`src/inc/uhs_pkg.sv`:
```
// uhs_pkg: shared constants and types for the channel-zero host sequencer
// and the downstream hub/device end that answers it over uhs_link_if.
// Assumes a single 10 MHz clock and an AHB-Lite register window.
// Functional notes
// - direct low-speed device uses low-speed bit time
// - full-speed hub: preamble before every low-speed packet
// - low-speed IN via hub: ACK sent with preamble
// - high-speed hub: full/low speed uses split transactions
// - firmware programs hub address and port first
// - hardware runs whole start-to-complete split series
// - final complete-split success: ack flag, FIFO update
// - isochronous OUT: final start-split acks; others silent
// - split step error: retry code, error flag, retry
// - three split errors: clear go, condition changed; with iso set the code never aborts and retries without limit
// - manual status stage: firmware sets byte count zero
// - automatic stage sequencing exists on channel zero only
// - eight setup bytes sent unchanged in SETUP
// - firmware starts sequence with go and idle stage
// - request bit7 clear: OUT data until wLength sent
// - bit7 set: IN data until wLength or short
// - wLength zero skips data stage
// - stall OUT on empty FIFO, IN on full; the code stalls IN whenever less than MPK is free
// - status IN after OUT; OUT after FIFO drained
// - normal end clears sequence go, sets complete flag
// - error aborts: keep stage, code, changed, then stopped
// - resume keeps stage; new transfer writes idle first
// - firmware keeps off hardware-owned fields while sequencing
package uhs_pkg;

  // register byte offsets
  localparam logic [7:0] ADDR_CTRL     = 8'h00;
  localparam logic [7:0] ADDR_HUB      = 8'h04;
  localparam logic [7:0] ADDR_SETUP_LO = 8'h08;
  localparam logic [7:0] ADDR_SETUP_HI = 8'h0C;
  localparam logic [7:0] ADDR_COUNT    = 8'h10;
  localparam logic [7:0] ADDR_FIFO     = 8'h14;
  localparam logic [7:0] ADDR_STAT     = 8'h18;

  // register field positions: control, hub, fifo and status
  localparam int B_GO     = 0;
  localparam int B_TT     = 1;
  localparam int B_SPD    = 3;
  localparam int B_TOPO   = 5;
  localparam int B_ISO    = 7;
  localparam int B_SEQ_GO = 8;
  localparam int B_STAGE  = 9;
  localparam int B_TOG    = 11;
  localparam int B_PORT   = 8;
  localparam int B_POP    = 16;
  localparam int B_CODE   = 8;

  typedef enum logic [1:0] {TT_SETUP = 2'h0, TT_OUT = 2'h1,
                            TT_IN = 2'h2} uhs_tt_t;
  typedef enum logic [1:0] {SPD_HS = 2'h0, SPD_FS = 2'h1,
                            SPD_LS = 2'h2} uhs_spd_t;
  typedef enum logic [1:0] {TOPO_DIRECT = 2'h0, TOPO_FS_HUB = 2'h1,
                            TOPO_HS_HUB = 2'h2} uhs_topo_t;
  typedef enum logic [1:0] {ST_IDLE = 2'h0, ST_SETUP = 2'h1,
                            ST_DATA = 2'h2, ST_STATUS = 2'h3} uhs_stage_t;
  typedef enum logic [1:0] {SPL_NONE = 2'h0, SPL_START = 2'h1,
                            SPL_COMPLETE = 2'h2} uhs_split_t;
  typedef enum logic [1:0] {RSP_ACK = 2'h0, RSP_NAK = 2'h1,
                            RSP_ERR = 2'h2} uhs_rsp_t;

  // result codes
  localparam logic [3:0] CC_OK    = 4'h0;
  localparam logic [3:0] CC_RETRY = 4'h1;

  localparam logic [1:0]  ERR_LAST  = 2'h2;   // third error in a row
  localparam logic [15:0] SETUP_LEN = 16'h0008;

  // far-end answer delay
  localparam int RSP_LAT_NS  = 300;
  localparam int CLK_NS      = 100;
  localparam int RSP_LAT_CYC = RSP_LAT_NS / CLK_NS;

endpackage

```
`src/inc/uhs_link_if.sv`:
```
// uhs_link_if: transaction-level downstream link between the host
// sequencer and the hub/device end. Both ends share hclk and hresetn.
`timescale 1ns/1ps
interface uhs_link_if
(
  input wire logic hclk,   // common clock
  input wire logic hresetn // async reset, active low
);
  logic        req_valid;     // one-cycle transaction request
  logic [1:0]  req_kind;      // SETUP, OUT or IN
  logic [1:0]  req_split;     // none, start-split, complete-split
  logic        req_pre;       // packets preceded by a preamble
  logic        req_ls;        // packet sent at low-speed bit time
  logic        req_tog;       // data toggle
  logic [15:0] req_len;       // bytes sent (OUT) or expected (IN)
  logic [6:0]  req_hub_addr;  // translating hub address
  logic [6:0]  req_hub_port;  // translating hub port
  logic [63:0] req_setup;     // setup bytes, byte 0 in bits 7:0
  logic        hs_valid;      // host handshake after IN data
  logic        hs_pre;        // that handshake carries a preamble
  logic        rsp_valid;     // one-cycle answer
  logic [1:0]  rsp_code;      // ACK, NAK or error
  logic [15:0] rsp_len;       // bytes returned for IN

  modport host (output req_valid, req_kind, req_split, req_pre, req_ls,
                req_tog, req_len, req_hub_addr, req_hub_port, req_setup,
                hs_valid, hs_pre, input rsp_valid, rsp_code, rsp_len);
  modport hub (input req_valid, req_kind, req_split, req_pre, req_ls,
               req_tog, req_len, req_hub_addr, req_hub_port, req_setup,
               hs_valid, hs_pre, output rsp_valid, rsp_code, rsp_len);
endinterface

```
`src/hw/uhs_host_seq.sv`:
```
// uhs_host_seq: channel-zero transaction engine with automatic control
// stage sequencing, split and preamble handling, AHB-Lite registers.
// Assumes one downstream partner on uhs_link_if that answers each request.
`timescale 1ns/1ps
module uhs_host_seq
  import uhs_pkg::*;
#(
  parameter int MAXPKT   = 64,
  parameter int FIFO_CAP = 512
)
(
  input  wire logic        hclk,      // system clock
  input  wire logic        hresetn,   // async reset, active low
  input  wire logic        hsel,      // slave select
  input  wire logic [31:0] haddr,     // byte address
  input  wire logic [1:0]  htrans,    // transfer type
  input  wire logic        hwrite,    // write when high
  input  wire logic [2:0]  hsize,     // word only
  input  wire logic [31:0] hwdata,    // write data
  input  wire logic        hready,    // bus ready
  output logic             hreadyout, // slave ready
  output logic [31:0]      hrdata,    // read data
  output logic             hresp,     // always OKAY
  uhs_link_if.host         link       // downstream link
);
  localparam logic [15:0] MPK = 16'(MAXPKT);
  localparam logic [15:0] CAP = 16'(FIFO_CAP);

  typedef enum logic [6:0] {S_IDLE = 7'h01, S_ISSUE = 7'h02,
    S_WAIT = 7'h04, S_HSK = 7'h08, S_DONE = 7'h10, S_ABORT = 7'h20,
    S_STOP = 7'h40} uhs_state_t;

  uhs_state_t  state_ff, nxt_state;
  logic        hready_ff, rd_pend_ff, wr_pend_ff;
  logic [7:0]  addr_ff;
  logic [31:0] hrdata_ff;
  logic        go_ff, seq_go_ff, iso_ff, tog_ff, cs_ff;
  logic [1:0]  tt_ff, spd_ff, topo_ff, stage_ff, errcnt_ff, ttl_ff;
  logic [6:0]  hub_addr_ff, hub_port_ff;
  logic [63:0] setup_ff;
  logic [15:0] count_ff, level_ff, len_ff, rlen_ff;
  logic [4:0]  flags_ff;
  logic [3:0]  code_ff;

  // bus decode; reads take one wait state so hrdata comes from a flop
  wire addr_ok  = hsel & htrans[1] & hready;
  wire wr_ctrl  = wr_pend_ff & (addr_ff == ADDR_CTRL);
  wire wr_hub   = wr_pend_ff & (addr_ff == ADDR_HUB);
  wire wr_su_lo = wr_pend_ff & (addr_ff == ADDR_SETUP_LO);
  wire wr_su_hi = wr_pend_ff & (addr_ff == ADDR_SETUP_HI);
  wire wr_count = wr_pend_ff & (addr_ff == ADDR_COUNT);
  wire wr_fifo  = wr_pend_ff & (addr_ff == ADDR_FIFO);
  wire wr_stat  = wr_pend_ff & (addr_ff == ADDR_STAT);
  wire [31:0] ctrl_rd = {20'h0, tog_ff, stage_ff, seq_go_ff, iso_ff,
                         topo_ff, spd_ff, tt_ff, go_ff};
  wire [31:0] rd_mux =
    (addr_ff == ADDR_CTRL)     ? ctrl_rd :
    (addr_ff == ADDR_HUB)      ? {17'h0, hub_port_ff, 1'h0, hub_addr_ff} :
    (addr_ff == ADDR_SETUP_LO) ? setup_ff[31:0] :
    (addr_ff == ADDR_SETUP_HI) ? setup_ff[63:32] :
    (addr_ff == ADDR_COUNT)    ? {16'h0, count_ff} :
    (addr_ff == ADDR_FIFO)     ? {16'h0, level_ff} :
    (addr_ff == ADDR_STAT)     ? {20'h0, code_ff, 3'h0, flags_ff} : 32'h0;

  // what the next transaction is; stage drives it while sequencing
  wire        in_dir   = setup_ff[7];
  wire [15:0] wlen     = setup_ff[63:48];
  wire        has_data = (wlen != 16'h0000);
  wire        is_stat  = seq_go_ff & (stage_ff == ST_STATUS);
  wire [1:0]  cur_tt   =
    !seq_go_ff                ? tt_ff :
    (stage_ff == ST_SETUP)    ? TT_SETUP :
    (stage_ff == ST_DATA)     ? (in_dir ? TT_IN : TT_OUT) :
    (in_dir & has_data)       ? TT_OUT : TT_IN;
  wire [15:0] free     = CAP - level_ff;
  wire [15:0] lim      = (count_ff < MPK) ? count_ff : MPK;
  wire [15:0] out_len  = (lim < level_ff) ? lim : level_ff;
  wire [15:0] cur_len  =
    (cur_tt == TT_SETUP) ? SETUP_LEN :
    is_stat              ? 16'h0000 :
    (cur_tt == TT_OUT)   ? out_len : lim;
  // data stage stalls on empty FIFO (OUT) or less than MPK free (IN); status OUT waits for drain
  wire can_issue = !seq_go_ff ? go_ff :
    (stage_ff == ST_DATA) ? (in_dir ? (free >= MPK)
                                    : (level_ff != 16'h0000)) :
    (is_stat & in_dir & has_data) ? (level_ff == 16'h0000) :
    (stage_ff != ST_IDLE);
  wire use_split = (topo_ff == TOPO_HS_HUB) & (spd_ff != SPD_HS);
  wire iso_out   = iso_ff & (ttl_ff == TT_OUT);
  wire rsp_ok    = link.rsp_valid & (link.rsp_code == RSP_ACK);
  wire rsp_err   = link.rsp_valid & (link.rsp_code == RSP_ERR);
  wire in_pre    = (spd_ff == SPD_LS) & (topo_ff == TOPO_FS_HUB);
  wire [15:0] moved   = (ttl_ff == TT_IN) ? rlen_ff : len_ff;
  wire [15:0] new_cnt = count_ff - moved;
  wire        short   = (ttl_ff == TT_IN) & (rlen_ff < len_ff);
  wire        seq_new = seq_go_ff & (stage_ff == ST_IDLE);
  // hardware events; a set beats a same-cycle firmware clear
  wire [4:0] set_flags = {state_ff == S_STOP,
                          (state_ff == S_DONE) & is_stat,
                          state_ff == S_ABORT,
                          (state_ff == S_WAIT) & rsp_err,
                          state_ff == S_DONE};
  wire [4:0] nxt_flags = (flags_ff & ~({5{wr_stat}} & hwdata[4:0]))
                         | set_flags;

  // sequencer next state
  always_comb
  begin
    nxt_state = state_ff;
    case (state_ff)
      S_IDLE:  if (can_issue & !seq_new) nxt_state = S_ISSUE;
      S_ISSUE: nxt_state = S_WAIT;
      S_WAIT:
        if (rsp_err)
          nxt_state = (errcnt_ff == ERR_LAST & !iso_ff) ? S_ABORT
                                                       : S_IDLE;
        else if (rsp_ok & use_split & !cs_ff & !iso_out)
          nxt_state = S_ISSUE;                 // go on to complete-split
        else if (rsp_ok & (ttl_ff == TT_IN) & !use_split)
          nxt_state = S_HSK;
        else if (rsp_ok)
          nxt_state = S_DONE;
        else if (link.rsp_valid)
          nxt_state = S_IDLE;                  // NAK: try again later
      S_HSK:   nxt_state = S_DONE;
      S_DONE:  nxt_state = S_IDLE;
      S_ABORT: nxt_state = seq_go_ff ? S_STOP : S_IDLE;
      S_STOP:  nxt_state = S_IDLE;
      default: nxt_state = S_IDLE;
    endcase
  end

  // bus slave flops
  always_ff @(posedge hclk or negedge hresetn)
  begin
    if (!hresetn)
    begin
      hready_ff  <= 1'b1;
      rd_pend_ff <= 1'b0;
      wr_pend_ff <= 1'b0;
      addr_ff    <= 8'h00;
      hrdata_ff  <= 32'h0;
    end
    else
    begin
      hready_ff  <= ~(addr_ok & ~hwrite);
      rd_pend_ff <= addr_ok & ~hwrite;
      wr_pend_ff <= addr_ok & hwrite;
      if (addr_ok)
        addr_ff <= haddr[7:0];
      if (rd_pend_ff)
        hrdata_ff <= rd_mux;
    end
  end

  // firmware configuration and the status flags
  always_ff @(posedge hclk or negedge hresetn)
  begin
    if (!hresetn)
    begin
      spd_ff      <= SPD_HS;
      topo_ff     <= TOPO_DIRECT;
      iso_ff      <= 1'b0;
      hub_addr_ff <= 7'h00;
      hub_port_ff <= 7'h00;
      setup_ff    <= 64'h0;
      flags_ff    <= 5'h00;
    end
    else
    begin
      flags_ff <= nxt_flags;
      if (wr_ctrl)
      begin
        spd_ff  <= hwdata[B_SPD +: 2];
        topo_ff <= hwdata[B_TOPO +: 2];
        iso_ff  <= hwdata[B_ISO];
      end
      if (wr_hub)
      begin
        hub_addr_ff <= hwdata[6:0];
        hub_port_ff <= hwdata[B_PORT +: 7];
      end
      if (wr_su_lo)
        setup_ff[31:0] <= hwdata;
      if (wr_su_hi)
        setup_ff[63:32] <= hwdata;
    end
  end

  // engine: channel zero is the only channel, so it carries the sequencer
  always_ff @(posedge hclk or negedge hresetn)
  begin
    if (!hresetn)
    begin
      state_ff  <= S_IDLE;
      go_ff     <= 1'b0;
      seq_go_ff <= 1'b0;
      tt_ff     <= TT_SETUP;
      stage_ff  <= ST_IDLE;
      tog_ff    <= 1'b0;
      cs_ff     <= 1'b0;
      errcnt_ff <= 2'h0;
      ttl_ff    <= TT_SETUP;
      count_ff  <= 16'h0000;
      level_ff  <= 16'h0000;
      len_ff    <= 16'h0000;
      rlen_ff   <= 16'h0000;
      code_ff   <= CC_OK;
    end
    else
    begin
      state_ff <= nxt_state;
      // fifo deltas from firmware plus the hardware update on success
      level_ff <= level_ff
        + (wr_fifo ? hwdata[15:0] : 16'h0000)
        - (wr_fifo ? hwdata[B_POP +: 16] : 16'h0000)
        + ((state_ff == S_DONE & ttl_ff == TT_IN) ? rlen_ff : 16'h0000)
        - ((state_ff == S_DONE & ttl_ff == TT_OUT) ? len_ff : 16'h0000);
      // hardware owns go, type and count while sequencing
      if (wr_ctrl & !seq_go_ff)
      begin
        go_ff <= hwdata[B_GO];
        tt_ff <= hwdata[B_TT +: 2];
      end
      if (wr_ctrl)
      begin
        seq_go_ff <= hwdata[B_SEQ_GO];
        stage_ff  <= hwdata[B_STAGE +: 2];
      end
      if (wr_count & !seq_go_ff)
        count_ff <= hwdata[15:0];
      case (state_ff)
        S_IDLE:
          if (seq_new & !wr_ctrl)
          begin
            stage_ff  <= ST_SETUP;
            errcnt_ff <= 2'h0;
          end
        S_ISSUE:
        begin
          ttl_ff <= cur_tt;
          len_ff <= cur_len;
        end
        S_WAIT:
          if (rsp_err)
          begin
            code_ff   <= CC_RETRY;
            errcnt_ff <= errcnt_ff + 2'h1;
            cs_ff     <= 1'b0;            // retry from start-split
          end
          else if (rsp_ok & use_split & !cs_ff & !iso_out)
            cs_ff <= 1'b1;                // silent step
          else if (rsp_ok)
          begin
            rlen_ff   <= link.rsp_len;
            errcnt_ff <= 2'h0;
            cs_ff     <= 1'b0;
          end
        S_DONE:
        begin
          code_ff <= CC_OK;
          tog_ff  <= ~tog_ff;
          if (ttl_ff != TT_SETUP)
            count_ff <= new_cnt;
          if (!seq_go_ff & (new_cnt == 16'h0000 | short))
            go_ff <= 1'b0;
          else if (seq_go_ff)
            case (stage_ff)
              ST_SETUP:
              begin
                tog_ff   <= 1'b1;
                count_ff <= wlen;
                stage_ff <= has_data ? ST_DATA : ST_STATUS;
              end
              ST_DATA:
                if (new_cnt == 16'h0000 | short)
                begin
                  stage_ff <= ST_STATUS;
                  tog_ff   <= 1'b1;
                end
              default:
              begin
                seq_go_ff <= 1'b0;
                stage_ff  <= ST_IDLE;
              end
            endcase
        end
        S_ABORT:
        begin
          go_ff     <= 1'b0;
          seq_go_ff <= 1'b0;              // stage kept
          errcnt_ff <= 2'h0;
        end
        default: ;
      endcase
    end
  end

  // link request and handshake flops
  always_ff @(posedge hclk or negedge hresetn)
  begin
    if (!hresetn)
    begin
      link.req_valid    <= 1'b0;
      link.req_kind     <= TT_SETUP;
      link.req_split    <= SPL_NONE;
      link.req_pre      <= 1'b0;
      link.req_ls       <= 1'b0;
      link.req_tog      <= 1'b0;
      link.req_len      <= 16'h0000;
      link.req_hub_addr <= 7'h00;
      link.req_hub_port <= 7'h00;
      link.req_setup    <= 64'h0;
      link.hs_valid     <= 1'b0;
      link.hs_pre       <= 1'b0;
    end
    else
    begin
      link.req_valid <= (state_ff == S_ISSUE);
      link.hs_valid  <= (state_ff == S_HSK);
      link.hs_pre    <= (state_ff == S_HSK) & in_pre;
      if (state_ff == S_ISSUE)
      begin
        link.req_kind     <= cur_tt;
        link.req_split    <= !use_split ? SPL_NONE :
                             cs_ff ? SPL_COMPLETE : SPL_START;
        link.req_pre      <= in_pre;
        link.req_ls       <= (spd_ff == SPD_LS) &
                             (topo_ff != TOPO_HS_HUB);
        link.req_tog      <= tog_ff;
        link.req_len      <= cur_len;
        link.req_hub_addr <= hub_addr_ff;
        link.req_hub_port <= hub_port_ff;
        link.req_setup    <= setup_ff;
      end
    end
  end

  assign hreadyout = hready_ff;
  assign hrdata    = hrdata_ff;
  assign hresp     = 1'b0;
endmodule

```
`src/flat_wrapper.sv`:
```
// flat-port wrapper written by rule: the top's interface ports become plain ports
module uhs_host_seq_flat import uhs_pkg::*;
#(
  parameter int MAXPKT   = 64,
  parameter int FIFO_CAP = 512
)
  (hclk, hresetn, hsel, haddr, htrans, hwrite, hsize, hwdata, hready, hreadyout, hrdata, hresp, link_req_valid, link_req_kind, link_req_split, link_req_pre, link_req_ls, link_req_tog, link_req_len, link_req_hub_addr, link_req_hub_port, link_req_setup, link_hs_valid, link_hs_pre, link_rsp_valid, link_rsp_code, link_rsp_len);
  uhs_link_if link_i (.hclk(hclk), .hresetn(hresetn));
  input  wire logic hclk;
  input  wire logic hresetn;
  input  wire logic hsel;
  input  wire logic [31:0] haddr;
  input  wire logic [1:0] htrans;
  input  wire logic hwrite;
  input  wire logic [2:0] hsize;
  input  wire logic [31:0] hwdata;
  input  wire logic hready;
  output logic hreadyout;
  output logic [31:0] hrdata;
  output logic hresp;
  output wire logic [$bits(link_i.req_valid)-1:0] link_req_valid;
  output wire logic [$bits(link_i.req_kind)-1:0] link_req_kind;
  output wire logic [$bits(link_i.req_split)-1:0] link_req_split;
  output wire logic [$bits(link_i.req_pre)-1:0] link_req_pre;
  output wire logic [$bits(link_i.req_ls)-1:0] link_req_ls;
  output wire logic [$bits(link_i.req_tog)-1:0] link_req_tog;
  output wire logic [$bits(link_i.req_len)-1:0] link_req_len;
  output wire logic [$bits(link_i.req_hub_addr)-1:0] link_req_hub_addr;
  output wire logic [$bits(link_i.req_hub_port)-1:0] link_req_hub_port;
  output wire logic [$bits(link_i.req_setup)-1:0] link_req_setup;
  output wire logic [$bits(link_i.hs_valid)-1:0] link_hs_valid;
  output wire logic [$bits(link_i.hs_pre)-1:0] link_hs_pre;
  input wire logic [$bits(link_i.rsp_valid)-1:0] link_rsp_valid;
  input wire logic [$bits(link_i.rsp_code)-1:0] link_rsp_code;
  input wire logic [$bits(link_i.rsp_len)-1:0] link_rsp_len;
  assign link_req_valid = link_i.req_valid;
  assign link_req_kind = link_i.req_kind;
  assign link_req_split = link_i.req_split;
  assign link_req_pre = link_i.req_pre;
  assign link_req_ls = link_i.req_ls;
  assign link_req_tog = link_i.req_tog;
  assign link_req_len = link_i.req_len;
  assign link_req_hub_addr = link_i.req_hub_addr;
  assign link_req_hub_port = link_i.req_hub_port;
  assign link_req_setup = link_i.req_setup;
  assign link_hs_valid = link_i.hs_valid;
  assign link_hs_pre = link_i.hs_pre;
  assign link_i.rsp_valid = link_rsp_valid;
  assign link_i.rsp_code = link_rsp_code;
  assign link_i.rsp_len = link_rsp_len;
  uhs_host_seq #(.MAXPKT(MAXPKT), .FIFO_CAP(FIFO_CAP)) u_core (.hclk(hclk), .hresetn(hresetn), .hsel(hsel), .haddr(haddr), .htrans(htrans), .hwrite(hwrite), .hsize(hsize), .hwdata(hwdata), .hready(hready), .hreadyout(hreadyout), .hrdata(hrdata), .hresp(hresp), .link(link_i));
endmodule
```
`config.mk`:
```
export PLATFORM = sky130hd
export DESIGN_NAME = uhs_host_seq_flat
export DESIGN_NICKNAME = d
export VERILOG_FILES = /design/src/inc/uhs_pkg.sv /design/src/inc/uhs_link_if.sv /design/src/hw/uhs_host_seq.sv /design/src/flat_wrapper.sv
export SDC_FILE = /design/constraint.sdc
export NUM_CORES = 1
export LEC_CHECK = 0
export BUFFER_PORTS_ARGS = -buffer_cell sky130_fd_sc_hd__buf_2
export CORE_UTILIZATION = 37
export DETAILED_ROUTE_END_ITERATION = 8
export HOLD_SLACK_MARGIN = 0.08
export PLACE_DENSITY = 0.64
export SLEW_MARGIN = 20
export SYNTH_ARGS = -nofsm -noshare
export SYNTH_HDL_FRONTEND = slang
export SYNTH_SLANG_ARGS = --single-unit
```
`constraint.sdc`:
```
create_clock -name hclk -period 6.2 [get_ports hclk]
set_clock_uncertainty 0.1 [all_clocks]
set_input_delay 0.93 -clock hclk [delete_from_list [all_inputs] [get_ports hclk]]
set_output_delay 0.93 -clock hclk [all_outputs]
set_load 0.01 [all_outputs]
```
==> summary.md, run 1 <==
| Metric | Value |
|---|---|
| Status | complete, no violations |
| Antenna violations before repair | 3 |
| Final Hold Viols | 0 |
| Adder-Cell Fraction of Synth Area | 10.3% |
| Power Density | 396 mW/mm^2 |
| Root Driver | clkbuf_16 |
| Ys Warns | 0 |
| Crit share post-route | 92.6% |
| Final Max Tran Viols | 0 |
| Post-DR vias/cell | 5.41 |
| Post-route cell area | 0.0197 sq mm |
| Register Area | 0.00754 sq mm |
| Hold Slack | 0.365 ns |
| Rows | 77 |
| DRC viols | 0 |
| CP endpoint kind | register |
| Vias in the first global route | 13.5k |
| CTS Hold Buffers Added | 0 |
| Non-Filler Instances | 2529 |
| Finish-stage setup viols | 0 |
| Post-CTS Resized | 0 |
| Layout Utilization | 44.3% |
| Main synth FF type | dfrtp_1 |
| Largest family of logic cells by synthesized area | simple AND/OR/NAND/NOR gates |
| Post-synth EDFFs | 0 |
| CP most frequent cell | fa_1 |
| Final Power | 7.82 mW |
| CP cell instances | or4_4, or3_1, nor2_8, and2_1, buf_4, nand2_1, fa_1, fa_1, inv_1, fa_1, inv_1, ha_1, a21o_1, a21oi_1, o21ai_0, nand3_1, a311oi_1, o21a_1, nor2_1, xnor2_1 |
| Worst skew pair latency | 0.55 ns |
| Least-Margin Pin Slew | 1.09 ns |
| Place WS | 0.472 ns |
| Gpl congestion | 0.939 |
| Post-Synth Simple-Gate Area | 16.5% |
| Crit-path max FO | 14 |
| Syn avg cell area | 9.82 sq um |
| Post-synthesis cell count | 1723 |
| Num CTS Buffers | 34 |
| Fmax | 174 MHz |
| Hold_sp | u_core.link.req_setup[13]$_DFFE_PN0P_ |
| Layout area overhead | 16.7% |
| Placed Area | 0.0185 sq mm |
| Critical path arrival | 6.08 ns |
| First-pass GRT wire length | 83100 um |
| Synth Area in Compound Gates | 11.9% |
| CTS Sinks | 301 |
| Post-CTS Repair Setup Buffers | 0 |
| Die H | 216 um |
| Worst setup path class | register to register |
| Vias | 13.7k |
| TritonCTS clock tree | yes |
| CP Data Required Time | 6.54 ns |
| Detailed Routing Iterations Pass 1 | 5 |
| Overall routing resource usage | 23.5% |
| Io pins | 231 |
| Post-synthesis cell area | 0.0169 sq mm |
| IO Port Bufs | 201 |
| CP max stage cell | or4_4 |
| Core footprint | 0.0446 sq mm |
| Clock transition at path regs | 0.06 ns |
| Fin nets | 2112 |
| Number of fill cells | 4257 |
| Post-synthesis mux area share | 10.4% |
| H-tree depth | 2 |
| Max-cap viol count | 0 |
| Worst hold path class | register to register |
| Leakage | 9.78 nW |
| Reg-to-reg startpoint | u_core.addr_ff[5]$_DFFE_PN0P_ |
| Multi-input logic area | 0.00855 sq mm |
| Max incr delay on CP | 0.58 ns |
| Distinct cells, synth | 85 |
| RSZ-0062 raised after global routing | no |
| Post-synthesis async set-or-reset flop share | 100% |
| Placed Cells | 2464 |
| Relative slew slack | 27.1% |
| Share of cells above drive strength 1 | 22.4% |
| Period minus WS final | 5.74 ns |
| Final wirelength | 54500 um |
| XOR/XNOR Fraction of Synth Area | 1.29% |
| Die area | 0.0466 sq mm |
| HPWL after DPL | 40700 um |
| Effective utilization at floorplan | 37.9% |
| Post-route ant nets | 0 |
| Routed len/inst | 21.5 um |
| CP Launch Type | register |
| Iter 0 DRT Violations | 1188 |
| Setup crit start | u_core.addr_ff[5]$_DFFE_PN0P_ |
| Worst VDD drop | 0.000180 V |
| Post-synthesis register bit count | 301 |
| Total gr overflow | 0 |
| Setup TNS | 0 ns |
| Sequential share of the synthesized area | 44.5% |
| Largest net degree at the start of global routing | 133 |
| Clk buf depth | 3 |
| Die X | 216 um |
| Final WS setup | 0.460 ns |
[cells by family after synthesis]
logic type	after synthesis
simple gates	601
compound gates	308
flops	301
buf+inv	217
mux	159
fa+ha+maj	111
xor+xnor	25
other cells	1
[synthesized netlist by cell type (8+ instances only)]
cell / number / area (sq um)
mux2_2: 126 / 1420
and2_1: 26 / 163
o21a_1: 8 / 60.1
inv_1: 133 / 499
nand4_1: 9 / 56.3
xor2_1: 10 / 87.6
a21o_1: 16 / 120
dfrtp_1: 299 / 7480
nand3_1: 41 / 205
o32ai_1: 9 / 78.8
nor4_1: 10 / 62.6
clkbuf_1: 52 / 195
nand2b_1: 10 / 62.6
o21ai_0: 85 / 425
a21oi_1: 67 / 335
nor2b_1: 8 / 50.1
ha_1: 65 / 813
xnor2_1: 15 / 131
nand2_1: 354 / 1330
buf_2: 16 / 80.1
and3_1: 29 / 181
o22ai_1: 17 / 106
mux2i_1: 31 / 310
fa_1: 46 / 921
nor3_1: 11 / 55.1
a32oi_1: 16 / 140
a211oi_1: 11 / 82.6
o211ai_1: 11 / 82.6
nor2_1: 60 / 225
[layout make-up]
type / count / share of cell area (%)
Multi-Input combinational cell: 1214 / 43.3
Sequential cell: 301 / 38.2
Timing Repair Buffer: 222 / 6.01
Clock buffer: 46 / 5.00
Tap cell: 592 / 3.75
Inverter: 135 / 2.57
Clock inverter: 14 / 1.13
Antenna cell: 5 / 0.0634
[layer usage]
layer / track usage, % / up-vias / wire, um
li1: - / 6310 / -
met1: 32.9 / 6737 / 24300
met2: 35.1 / 531 / 23600
met3: 5.81 / 106 / 4660
met4: 8.82 / 0 / 1930
met5: 0 / - / 0
[sequential cells by signal, indices dropped and copies added (netlist names), 8 cells and up]
signal,flops
u_core.len_ff,16
u_core.level_ff,16
u_core.link.req_setup,64
u_core.setup_ff,64
u_core.hrdata,32
u_core.rlen_ff,16
u_core.addr_ff,8
u_core.count_ff,16
[critical path, delay by kind of cell, from the launching register on]
family                   cells  cell delay [ns]
AO/OA/AOI/OAI                5             1.01
XOR/XNOR                     1             0.11
adder cells (fa/ha/maj)      4             1.91
buffers and inverters        3             0.37
flip-flops                   1             0.37
AND/OR/NAND/NOR              7             1.76
[cell usage in the layout, fill, tap and decap left out, types with 8 or more instances in the layout]
master and n:
inv_1 133, nor2b_1 8, a32oi_1 16, buf_4 20, xnor2_1 15, ha_1 65, mux2i_1 31, o21a_1 8
nor2_1 60, conb_1 10, nand3_1 41, o211ai_1 11, o32ai_1 9, nor3_1 11, nand2b_1 10, fa_1 46
buf_2 200, clkbuf_16 35, nand2_1 353, xor2_1 10, a21o_1 16, and3_1 29, mux2_2 126, o22ai_1 17
a21oi_1 67, a211oi_1 11, and2_1 26, dfrtp_1 297, o21ai_0 85, nand4_1 9, nor4_1 10
[where the power goes]
group          switching [mW]  total (mW)  internal [mW]
logic                    1.72        2.86           1.14
clock network           0.849        2.18           1.33
registers               0.405        2.77           2.37
[path summary, 6_finish.rpt]
check	end	slack (ns)	cells after the start
worst max-delay path	u_core.level_ff[15]$_DFF_PN0_	0.46	20
worst min-delay path	u_core.link.req_setup[13]$_DFFE_PN0P_	0.36	2
worst max register to register	u_core.level_ff[15]$_DFF_PN0_	0.46	20
worst min register to register	u_core.link.req_setup[13]$_DFFE_PN0P_	0.36	2
max in group asynchronous	u_core.len_ff[1]$_DFFE_PN0P_	4.30	2
min in group asynchronous	u_core.link.req_setup[2]$_DFFE_PN0P_	0.38	1
Note: power is estimated with default switching activity, not from simulation.
==> run 2: changes to the inputs <==
--- a/config.mk
+++ b/config.mk
@@ -7,6 +7,7 @@
 export LEC_CHECK = 0
 export BUFFER_PORTS_ARGS = -buffer_cell sky130_fd_sc_hd__buf_2
 export CORE_UTILIZATION = 37
+export CTS_BUF_LIST = sky130_fd_sc_hd__clkbuf_8
 export DETAILED_ROUTE_END_ITERATION = 8
 export HOLD_SLACK_MARGIN = 0.08
 export PLACE_DENSITY = 0.64
==> run 2 against run 1 <==
Compared with the run above:
- clock-buffer cell count up 13
- worst setup slack worse by 0.020 ns
- largest power group unchanged
- flip-flop and latch count unchanged
- design area down 1.1%
- non-clock buffer count unchanged
==> summary.md, run 2 (same netlist as run 1, synthesis figures left out) <==
| Metric | Value |
|---|---|
| Effective utilization at floorplan | 37.9% (unchanged) |
| Post-route ant nets | 0 (unchanged) |
| Seq pwr share | 37.4% (+1.9 points) |
| Commonest cells after routing, fill and taps aside | 353 x nand2_1, 297 x dfrtp_1, 200 x buf_2 |
| Worst reg2reg endpoint | u_core.level_ff[15]$_DFF_PN0_ |
| Period minus WS final | 5.76 ns (+0.0196 ns) |
| IO Port Bufs | 201 (unchanged) |
| Clk buf depth | 3 (unchanged) |
| CP cell instances | or4_4, or3_1, nor2_8, and2_1, buf_4, nand2_1, fa_1, fa_1, inv_1, fa_1, inv_1, ha_1, a21o_1, a21oi_1, o21ai_0, nand3_1, a311oi_1, o21a_1, nor2_1, xnor2_1 |
| Number of fill cells | 4324 (+1.6%) |
| Die X | 216 um (unchanged) |
| RSZ-0062 raised after global routing | no |
| Total gr overflow | 0 (unchanged) |
| CP endpoint kind | register |
| Layout Utilization | 43.8% (-0.48 points) |
| Largest net degree at the start of global routing | 133 (unchanged) |
| Relative slew slack | 27.9% (+0.75 points) |
| Io pins | 231 (unchanged) |
| Register Area | 0.00754 sq mm (unchanged) |
| Max-cap viol count | 0 (unchanged) |
| Post-CTS Resized | 0 (unchanged) |
| Least-Margin Pin Slew | 1.08 ns (-0.0113 ns) |
| Gpl congestion | 0.939 (unchanged) |
| Fin nets | 2128 (+0.76%) |
| Antenna violations before repair | 3 (unchanged) |
| Reg-to-reg startpoint | u_core.addr_ff[5]$_DFFE_PN0P_ |
| Sw Share | 40.0% (+1.9 points) |
| Iter 0 DRT Violations | 1265 (+6.5%) |
| M3 GR Usage | 5.38% (-0.42 points) |
| Leakage | 9.77 nW (about the same) |
| Worst VDD drop | 0.000185 V (+2.8%) |
| Busiest grt layer | met2 |
| Routed len/inst | 21.5 um (-0.15%) |
| Share of cells above drive strength 1 | 22.8% (+0.35 points) |
| Clock power frac | 24.0% (-3.9 points) |
| Worst skew pair latency | 0.64 ns (+0.09 ns) |
| Detailed Routing Iterations Pass 1 | 5 (unchanged) |
| Final Max Tran Viols | 0 (unchanged) |
| M2 GR Usage | 35.8% (+0.69 points) |
| Post-CTS Repair Setup Buffers | 0 (unchanged) |
| HPWL after DPL | 40700 um (unchanged) |
| Worst setup path class | register to register |
| Critical path arrival | 6.18 ns (+0.10 ns) |
| Hold Slack | 0.290 ns (-0.0750 ns) |
| Multi-input logic area | 0.00855 sq mm (unchanged) |
| CP most frequent cell | fa_1 |
| Root Driver | clkbuf_8 |
| Delay-heaviest family, CP | adder cells |
| Worst hold path class | primary input to asynchronous set/reset pin |
| CTS Hold Buffers Added | 0 (unchanged) |
| Crit-path max FO | 14 (unchanged) |
| TritonCTS clock tree | yes |
| Finish-stage setup viols | 0 (unchanged) |
| R2R Setup Slk | 0.44 ns (-0.02 ns) |
| Status | complete, no violations |
| Die area | 0.0466 sq mm (unchanged) |
| Post-DR vias/cell | 5.37 (-0.80%) |
| Vias in the first global route | 13.7k (+1.2%) |
| Logic pwr share | 38.6% (+2.0 points) |
| CP Data Required Time | 6.62 ns (+0.08 ns) |
| CTS Sinks | 301 (unchanged) |
| Placed Area | 0.0185 sq mm (unchanged) |
| Overall routing resource usage | 23.7% (+0.17 points) |
| Setup TNS | 0 ns (unchanged) |
| P_sw | 2.97 mW (-0.20%) |
| Vias | 13.7k (+0.18%) |
| Buf/Inv on CP | 3 (unchanged) |
| Fmax | 174 MHz (-0.34%) |
| DRC viols | 0 (unchanged) |
| Final wirelength | 55000 um (+0.83%) |
| H-tree depth | 2 (unchanged) |
| Crit share post-route | 92.9% (+0.32 points) |
| Num CTS Buffers | 50 (+47%) |
| Power Density | 380 mW/mm^2 (-3.9%) |
| Layout area overhead | 15.5% |
| Cells on worst reg2reg path | 20 (unchanged) |
| Int Power | 4.46 mW (-7.9%) |
| Post-route cell area | 0.0195 sq mm (-1.1%) |
| Final Hold Viols | 0 (unchanged) |
| Die H | 216 um (unchanged) |
| Most common cell after layout, fill and taps aside | nand2_1 |
| Met1 Use GR | 33.1% (+0.21 points) |
| CP max stage cell | or4_4 |
| Place WS | 0.472 ns (unchanged) |
| CP Launch Type | register |
| Final WS setup | 0.440 ns (-0.0196 ns) |
| First-pass GRT wire length | 83800 um (+0.85%) |
| Clock transition at path regs | 0.07 ns (about the same) |
| Core footprint | 0.0446 sq mm (unchanged) |
| Rows | 77 (unchanged) |
| Max incr delay on CP | 0.58 ns (about the same) |
[run 2: worst max-delay path by stage]
| stage | cells past startpoint | to | slack [ns] | from |
|---|---|---|---|---|
| 5_1_grt | 19 | u_core.level_ff[14]$_DFF_PN0_ | 0.09 | u_core.addr_ff[5]$_DFFE_PN0P_ |
| 3_5_place_dp | 19 | u_core.level_ff[14]$_DFF_PN0_ | 0.47 | u_core.addr_ff[5]$_DFFE_PN0P_ |
| 2_1_floorplan | 21 | u_core.level_ff[14]$_DFF_PN0_ | 0.88 | u_core.addr_ff[5]$_DFFE_PN0P_ |
| 6_report | 20 | u_core.level_ff[15]$_DFF_PN0_ | 0.44 | u_core.addr_ff[5]$_DFFE_PN0P_ |
| 4_1_cts | 19 | u_core.level_ff[14]$_DFF_PN0_ | 0.45 | u_core.addr_ff[5]$_DFFE_PN0P_ |
| 3_3_place_gp | 19 | u_core.level_ff[14]$_DFF_PN0_ | 0.52 | u_core.addr_ff[5]$_DFFE_PN0P_ |
[run 2: metrics by stage]
| stage | instances | power, mW |
|---|---|---|
| after floorplan | 1732 | 4.57 |
| after global placement | 2464 | 5.59 |
| after detailed placement | 2464 | 5.64 |
| after CTS | 2551 | 7.45 |
| after global routing | 2551 | 7.91 |
| final | 2554 | 7.43 |
[run 2: metal layers]
layer / share of wire, % / wire length, um
met1: 45 / 24700
met2: 44 / 24100
met3: 7.9 / 4330
met4: 3.4 / 1880
met5: 0.024 / 13
[run 2: final cells by class]
cell class / instances / area share [%]
timing repair buffer: 222 / 6.07
clock buffer: 59 / 4.16
sequential: 301 / 38.6
tap: 592 / 3.79
clock inverter: 28 / 0.961
antenna: 3 / 0.0384
inverter: 135 / 2.59
multi-input combinational: 1214 / 43.8
[run 2: power groups by stage]
stage	Sequential [mW]	Clock, mW	Combinational [mW]
floorplan	2.75	0	1.81
global placement	2.79	0	2.81
detailed placement	2.80	0	2.84
CTS	2.77	1.83	2.86
global route	2.82	1.91	3.18
finish	2.78	1.79	2.87
